--- src/opc_params.svh ---
// constants for the output analog loop configuration register bank
`ifndef OPC_PARAMS_SVH
`define OPC_PARAMS_SVH
// register indices as printed; byte address is four times the index
`define OPC_IDX_CP_CURRENT 12'h430
`define OPC_IDX_FB_DIVIDE 12'h431
`define OPC_IDX_LOOP_FILTER 12'h432
`define OPC_IDX_DIV_CTRL 12'h433
// field positions
`define OPC_CP_MSB 6
`define OPC_LF_RP2_MSB 7
`define OPC_LF_RP2_LSB 6
`define OPC_LF_RZ_MSB 5
`define OPC_LF_RZ_LSB 3
`define OPC_LF_CP1_MSB 2
`define OPC_LF_CP1_LSB 0
`define OPC_CTRL_BYPASS_BIT 0
`define OPC_CTRL_PDIV_RST_BIT 1
// reset values
`define OPC_RST_CP_CURRENT 8'h2E
`define OPC_RST_FB_DIVIDE 8'h00
`define OPC_RST_LOOP_FILTER 8'h7F
`define OPC_RST_DIV_CTRL 8'h00
// writable bit masks, reserved bits read zero
`define OPC_MASK_CP_CURRENT 8'h7F
`define OPC_MASK_FB_DIVIDE 8'hFF
`define OPC_MASK_LOOP_FILTER 8'hFF
`define OPC_MASK_DIV_CTRL 8'h03
// supported feedback divide range
`define OPC_FB_MIN 8'h0E
`define OPC_FB_MAX 8'hFF
`endif

--- src/opc_pkg.sv ---
// types for the output analog loop configuration register bank
package opc_pkg;
   typedef logic [7:0] opc_byte_t;
   typedef logic [1:0] opc_rp2_t;
   typedef logic [2:0] opc_rz_t;
   typedef logic [2:0] opc_cp1_t;
   typedef logic [1:0] opc_sel_t;
   // access phases of the bus slave, one-hot
   typedef enum logic [1:0] {
      OPC_IDLE = 2'b01,
      OPC_ACCESS = 2'b10
   } opc_state_t;
endpackage

--- src/opc_reg_bank.sv ---
// four-byte register store with registered read data
`timescale 1ns/10ps
`include "opc_params.svh"
module opc_reg_bank (
   // clock and reset
   input wire logic ref_clk_i,
   input wire logic resetn_i,
   // write port
   input wire logic wr_en_i,
   input wire opc_pkg::opc_sel_t wr_sel_i,
   input wire opc_pkg::opc_byte_t wr_data_i,
   // read port
   input wire opc_pkg::opc_sel_t rd_sel_i,
   output opc_pkg::opc_byte_t rd_data_o,
   // current contents
   output opc_pkg::opc_byte_t cp_current_o,
   output opc_pkg::opc_byte_t fb_divide_o,
   output opc_pkg::opc_byte_t loop_filter_o,
   output opc_pkg::opc_byte_t div_ctrl_o
);
   import opc_pkg::*;

   opc_byte_t regs [4];
   localparam opc_byte_t rst_val [4] = '{`OPC_RST_CP_CURRENT, `OPC_RST_FB_DIVIDE,
      `OPC_RST_LOOP_FILTER, `OPC_RST_DIV_CTRL};
   localparam opc_byte_t mask_val [4] = '{`OPC_MASK_CP_CURRENT, `OPC_MASK_FB_DIVIDE,
      `OPC_MASK_LOOP_FILTER, `OPC_MASK_DIV_CTRL};

   // one storage byte per register; masking keeps reserved bits at zero
   genvar gi;
   generate
      for (gi = 0; gi < 4; gi++) begin : g_reg
         always_ff @(posedge ref_clk_i) begin
            if (!resetn_i) begin
               regs[gi] <= rst_val[gi];
            end else if (wr_en_i && wr_sel_i == 2'(gi)) begin
               regs[gi] <= wr_data_i & mask_val[gi];
            end
         end
      end
   endgenerate

   // read data registered so the bus sees a stable byte in the access phase
   always_ff @(posedge ref_clk_i) begin
      if (!resetn_i) begin
         rd_data_o <= 8'h00;
      end else begin
         rd_data_o <= regs[rd_sel_i];
      end
   end

   assign cp_current_o = regs[0];
   assign fb_divide_o = regs[1];
   assign loop_filter_o = regs[2];
   assign div_ctrl_o = regs[3];
endmodule

--- src/opc_output_loop_cfg.sv ---
// apb register bank configuring the output analog loop and its post divider
// Notes on behaviour
// [RULE_01] seven-bit pump current, resets to 0x2E
// [RULE_02] eight-bit feedback divide; software keeps 14..255
// [RULE_03] top two bits pick second pole resistor
// [RULE_04] middle three bits pick zero resistor
// [RULE_05] low three bits pick first pole capacitor
// [RULE_06] control bit 1 holds post divider reset
// [RULE_07] control bit 0 bypasses internal zero resistor
// [RULE_08] registers read back, reserved bits zero
//
// Design decision made here: register access over APB.
`timescale 1ns/10ps
`include "opc_params.svh"
module opc_output_loop_cfg (
   // clock and reset
   input wire logic ref_clk_i,
   input wire logic resetn_i,
   // apb slave
   input wire logic psel_i,
   input wire logic penable_i,
   input wire logic pwrite_i,
   input wire logic [15:0] paddr_i,
   input wire logic [31:0] pwdata_i,
   input wire logic [3:0] pstrb_i,
   output logic [31:0] prdata_o,
   output logic pready_o,
   output logic pslverr_o,
   // analog loop settings
   output logic [6:0] pump_current_code_o,
   output opc_pkg::opc_byte_t feedback_divider_o,
   output opc_pkg::opc_rp2_t second_pole_resistor_o,
   output opc_pkg::opc_rz_t zero_resistor_o,
   output opc_pkg::opc_cp1_t first_pole_capacitor_o,
   output logic zero_resistor_bypass_o,
   output logic post_vco_divider_reset_o,
   // decoded values for monitoring
   output logic [10:0] zero_resistor_ohms_o,
   output logic [9:0] second_pole_resistor_ohms_o,
   output logic [7:0] first_pole_capacitor_pf_o,
   output logic feedback_divide_legal_o
);
   import opc_pkg::*;

   opc_state_t state;
   opc_state_t next_state;
   opc_byte_t cp_q;
   opc_byte_t fb_q;
   opc_byte_t lf_q;
   opc_byte_t ctrl_q;
   opc_byte_t rd_byte;
   logic hit;
   logic err_q;
   logic wr_en;
   opc_sel_t sel;
   logic [2:0] dec;

   // map a byte address onto one of the four registers
   function automatic logic [2:0] decode(input logic [15:0] a);
      logic [13:0] idx;
      idx = a[15:2];
      decode = 3'b000;
      if (a[1:0] == 2'b00) begin
         if (idx == 14'(`OPC_IDX_CP_CURRENT)) decode = 3'b100;
         else if (idx == 14'(`OPC_IDX_FB_DIVIDE)) decode = 3'b101;
         else if (idx == 14'(`OPC_IDX_LOOP_FILTER)) decode = 3'b110;
         else if (idx == 14'(`OPC_IDX_DIV_CTRL)) decode = 3'b111;
      end
   endfunction

   // one decode shared by the error flag, the write enable and the read select
   assign dec = decode(paddr_i);
   assign hit = dec[2];
   assign sel = dec[1:0];

   // setup cycle loads read data; access phase answers one cycle later
   always_comb begin
      next_state = state;
      case (state)
         OPC_IDLE: begin
            if (psel_i && !penable_i) next_state = OPC_ACCESS;
         end
         OPC_ACCESS: begin
            next_state = OPC_IDLE;
         end
         default: next_state = OPC_IDLE;
      endcase
   end

   always_ff @(posedge ref_clk_i) begin
      if (!resetn_i) state <= OPC_IDLE;
      else state <= next_state;
   end

   // error is latched in setup so it matches the address of the access
   always_ff @(posedge ref_clk_i) begin
      if (!resetn_i) err_q <= 1'b0;
      else if (psel_i && !penable_i) err_q <= !hit;
   end

   assign pready_o = (state == OPC_ACCESS);
   assign pslverr_o = pready_o && err_q;
   // write lands only on the completing edge; lane 0 holds the byte
   assign wr_en = psel_i && penable_i && pready_o && pwrite_i && hit && pstrb_i[0];
   // [RULE_08] read back masked
   assign prdata_o = (pready_o && !err_q) ? {24'h000000, rd_byte} : 32'h00000000;

   // [RULE_08] storage with readback
   opc_reg_bank u_bank (
      .ref_clk_i(ref_clk_i),
      .resetn_i(resetn_i),
      .wr_en_i(wr_en),
      .wr_sel_i(sel),
      .wr_data_i(pwdata_i[7:0]),
      .rd_sel_i(sel),
      .rd_data_o(rd_byte),
      .cp_current_o(cp_q),
      .fb_divide_o(fb_q),
      .loop_filter_o(lf_q),
      .div_ctrl_o(ctrl_q)
   );

   // [RULE_01] pump current code
   assign pump_current_code_o = cp_q[`OPC_CP_MSB:0];
   // [RULE_02] divide ratio, range flagged
   assign feedback_divider_o = fb_q;
   assign feedback_divide_legal_o = (fb_q >= `OPC_FB_MIN) && (fb_q <= `OPC_FB_MAX);
   // [RULE_03] second pole field
   assign second_pole_resistor_o = lf_q[`OPC_LF_RP2_MSB:`OPC_LF_RP2_LSB];
   // [RULE_04] zero resistor field
   assign zero_resistor_o = lf_q[`OPC_LF_RZ_MSB:`OPC_LF_RZ_LSB];
   // [RULE_05] first pole field
   assign first_pole_capacitor_o = lf_q[`OPC_LF_CP1_MSB:`OPC_LF_CP1_LSB];
   // [RULE_06] post divider hold
   assign post_vco_divider_reset_o = ctrl_q[`OPC_CTRL_PDIV_RST_BIT];
   // [RULE_07] zero resistor bypass
   assign zero_resistor_bypass_o = ctrl_q[`OPC_CTRL_BYPASS_BIT];

   // value decode; bypass forces zero ohms since the board then supplies it
   always_comb begin
      case (second_pole_resistor_o)
         2'h0: second_pole_resistor_ohms_o = 10'd500;
         2'h1: second_pole_resistor_ohms_o = 10'd333;
         2'h2: second_pole_resistor_ohms_o = 10'd250;
         default: second_pole_resistor_ohms_o = 10'd200;
      endcase
      case (zero_resistor_o)
         3'h0: zero_resistor_ohms_o = 11'd1500;
         3'h1: zero_resistor_ohms_o = 11'd1250;
         3'h2: zero_resistor_ohms_o = 11'd1000;
         3'h3: zero_resistor_ohms_o = 11'd930;
         3'h4: zero_resistor_ohms_o = 11'd1250;
         3'h5: zero_resistor_ohms_o = 11'd1000;
         3'h6: zero_resistor_ohms_o = 11'd750;
         default: zero_resistor_ohms_o = 11'd680;
      endcase
      if (zero_resistor_bypass_o) zero_resistor_ohms_o = 11'd0;
      case (first_pole_capacitor_o)
         3'h0: first_pole_capacitor_pf_o = 8'd10;
         3'h1: first_pole_capacitor_pf_o = 8'd30;
         3'h2: first_pole_capacitor_pf_o = 8'd40;
         3'h3: first_pole_capacitor_pf_o = 8'd70;
         3'h4: first_pole_capacitor_pf_o = 8'd90;
         3'h5: first_pole_capacitor_pf_o = 8'd110;
         3'h6: first_pole_capacitor_pf_o = 8'd130;
         default: first_pole_capacitor_pf_o = 8'd150;
      endcase
   end
endmodule

--- config.mk ---
export PLATFORM = sky130hd
export DESIGN_NAME = opc_output_loop_cfg
export DESIGN_NICKNAME = d
export VERILOG_FILES = /design/src/opc_pkg.sv /design/src/opc_reg_bank.sv /design/src/opc_output_loop_cfg.sv
export VERILOG_INCLUDE_DIRS = /design/src
export SDC_FILE = /design/constraint.sdc
export NUM_CORES = 1
export LEC_CHECK = 0
export BUFFER_PORTS_ARGS = -buffer_cell sky130_fd_sc_hd__buf_2
export CAP_MARGIN = 20
export CORE_UTILIZATION = 40
export DETAILED_ROUTE_END_ITERATION = 8
export GPL_TIMING_DRIVEN = 0
export PLACE_DENSITY = 0.87
export REMOVE_ABC_BUFFERS = 1
export SLEW_MARGIN = 20
export SYNTH_ARGS = -nofsm -noshare
export SYNTH_HDL_FRONTEND = slang
export SYNTH_SLANG_ARGS = --single-unit
--- constraint.sdc ---
create_clock -name ref_clk_i -period 2.3 [get_ports ref_clk_i]
set_input_delay 0.115 -clock ref_clk_i [delete_from_list [all_inputs] [get_ports ref_clk_i]]
set_output_delay 0.115 -clock ref_clk_i [all_outputs]
set_load 0.02 [all_outputs]
==> run metrics <==
status finished, final reports clean; CP Class reg -> reg; Worst Path Buf+Inv 0; CTS tree built; CP startpoint kind flop; Post-Syn Area 0.00211 mm^2; final-report hold violation count 0; total power ~1.3 mW; total negative setup slack 0 ns; antenna violations before repair 0; placed insts roughly 360; Synth cell types 38; asr flop ratio synth 0; Rel. slew slack 0.613; Core ar. 0.00507 mm^2; Hold Crit Start pwdata_i[7]; #FFs+latches synth 36; latest clock arrival within the worst-skew pair 0.29 ns; top cell type's share of synthesized area 0.356; worst-margin pin slew approximately 0.58 ns; Finished Cell Area around 0.0026 mm^2; clock sinks 36; post-synthesis simple-gate area fraction 0.263; Worst Reg2Reg Path Length in Cells 3; Port Buffers 90; mux cell area share after synthesis 0.0208; first-pass GRT wire length 7.13 mm; hold endpoint u_bank.regs[2][7]; Cell Chain, Critical Path nand2b_1, or3b_4, o31ai_4; post-synthesis compound-gate area fraction 0.0992; Critical R2R Capture u_bank.regs[2][6]; hold path depth 2; Req. time, crit path 2.23 ns; Setup violations, final 0; Peak VDD IR 0.332 mV; P&R area growth vs syn 22.7%; Max Clk Rate 553 MHz; Antenna diodes 0; layout cells sized above 1 0.383; RSZ-0062 raised after global routing no; grt ovf 0; Crit path largest cell delay 0.50 ns; sequential cell area fraction in the yosys report 0.461; flop-to-flop setup slack 0.49 ns; post-route ant nets 0; TritonRoute pass-1 iters 4; post-route insts no fill 365; xor/xnor share of the synthesized area 0.0166; Adder-Cell Fraction of Synth Area 0; Rows 26; pin count of the biggest net entering global routing 16; MaxCap Viol Count 0; CTS H-tree depth 2; Slew Limit Fails 0; CP max-delay cell o31ai_4; final worst-path cycle share 0.786; Routed WL 4.89 mm; cell taking the most area after synthesis edfxtp_1; Max Root-Sink Buffers 2; reg2reg start state[0]; Leak 1.16 nW; worst hold path type in -> reg; Clock Tree Root clkbuf_8; CP delay by family, top simple AND/OR/NAND/NOR gates; CTS Buf Count 5; syn avg cell area 10.1 um^2; top_reg_cell synth edfxtp_1; drt wl/cell 13.4 um; Die ar. 0.00556 mm^2; # IOs 146; DP HPWL 3.87 mm; CP endpoint kind flop; number of flops mapped to enable cells by yosys 25; dpl cell area 0.00248 mm^2; fillers between 400 and 500; number of global-route vias before repair 1493; GRT Overall Usage 0.177; Final Wtd Congestion 0.868; Vias 1728; Die Ht 74.6 um; Clock Pin Slew Worst Setup and Hold Paths approximately 0.06 ns; crit path DAT between 1.5 and 2 ns; largest cells by area after synthesis edfxtp_1 (36%), buf_4 (11%), dfxtp_1 (10%); Post-route DRC 0; vias per cell 4.73; Initial Util 0.415; PD cells 510 mW/mm^2; NumNets Final approximately 350; critical-path maximum fanout 8; crit path time final 1.81 ns; Starting DRT DRC Count 138; Syn Inst Count between 200 and 250; combinational family with the most area after synthesis simple AND/OR/NAND/NOR gates; Worst Clk Skew 0.00412 ns; Syn. warnings 0; die width 74.6 um
registers in the layout, indices dropped and copies added, names as in the netlist:
signal / cells
u_bank.rd_data_o: 8
u_bank.regs: 25
err_q: 1
state: 2
cell usage after synthesis, types with 2 or more instances:
library cell / number
a21oi_1: 5
a221o_1: 5
a22oi_1: 2
and2_1: 23
buf_4: 30
clkbuf_1: 8
conb_1: 2
dfxtp_1: 11
edfxtp_1: 25
inv_1: 7
mux2_2: 3
nand2_1: 11
nand2b_1: 15
nand3_1: 2
nand4_1: 2
nor2_1: 11
nor2b_1: 3
nor3_1: 6
nor3_2: 2
nor4_1: 2
o211a_1: 5
o21ai_0: 8
or2_2: 4
xnor2_1: 3
per-stage QoR:
step / setup slack (ns) / util / hold WS, ns
CTS: 0.0416 / 0.507 / 0.115
floorplan: 0.0533 / - / 0.225
finish: 0.492 / 0.510 / 0.119
global placement: -0.459 / 0.489 / 0.400
global route: 0.424 / 0.510 / 0.117
detailed placement: -0.606 / 0.489 / 0.408
what timing repair did:
action / in CTS / in global routing
setup endpoints to repair: 23 / 15
gates resized for setup: 4 / 1
hold buffers: 0 / 0
buffers inserted: 0 / 1
pin swaps: 0 / 1
worst max path at each step:
stage,startpoint,to,slack [ns],cells past startpoint
after floorplan,paddr_i[11],u_bank.regs[1][0],0.05,4
after global placement,paddr_i[11],u_bank.regs[1][6],-0.46,5
after detailed placement,paddr_i[15],u_bank.regs[1][7],-0.61,5
after CTS,paddr_i[15],u_bank.regs[0][3],0.04,5
after global routing,state[0],u_bank.regs[2][5],0.42,3
final,state[0],u_bank.regs[2][6],0.49,3
cell usage in the layout, fill, tap and decap left out, types with 2 or more instances in the layout:
cell type,count
buf_2,90
conb_1,28
edfxtp_1,25
and2_1,23
nand2b_1,15
nor2_1,11
nand2_1,11
dfxtp_1,11
inv_1,7
nor3_1,6
o21ai_0,6
a21oi_1,5
o211a_1,5
a221o_1,5
clkbuf_8,5
or2_2,4
xnor2_1,3
nor2b_1,3
mux2_2,3
nor4_1,2
nand3_1,2
nand4_1,2
o21ai_2,2
a22oi_1,2
nor3_2,2
clkbuf_1,2
cells by family (layout without fill, tap and decap cells):
logic type      after synthesis  after routing
simple gates                 89             89
buf+inv                      46            106
flops                        36             36
compound gates               28             28
xor+xnor                      4              4
mux                           4              4
other cells                   2             28
per-layer routing:
layer | vias up | wire length (um) | global-route usage
met5 | - | 0 | 0
met4 | 0 | 40 | 0.0566
met3 | 5 | 408 | 0.0393
met2 | 83 | 2570 | 0.312
met1 | 809 | 1870 | 0.214
li1 | 831 | - | -
cell type report:
type | instances | area, um^2 | share of cell area
Multi-Input combinational cell | 153 | 963 | 0.373
Clock buffer | 7 | 76.3 | 0.0295
Timing Repair Buffer | 91 | 458 | 0.177
Sequential cell | 36 | 971 | 0.375
Tap cell | 70 | 87.6 | 0.0339
Clock inverter | 1 | 3.75 | 0.00145
Inverter | 7 | 26.3 | 0.0102
power breakdown:
part / internal, mW / leakage, nW / switching (mW) / total [mW]
logic: 0.0547 / 0.804 / 0.122 / 0.177
clock network: 0.211 / 0.0399 / 0.211 / 0.421
registers: 0.708 / 0.316 / 0.0119 / 0.720
total: 0.973 / 1.16 / 0.345 / 1.32
Power figures use the tool's default switching activity.
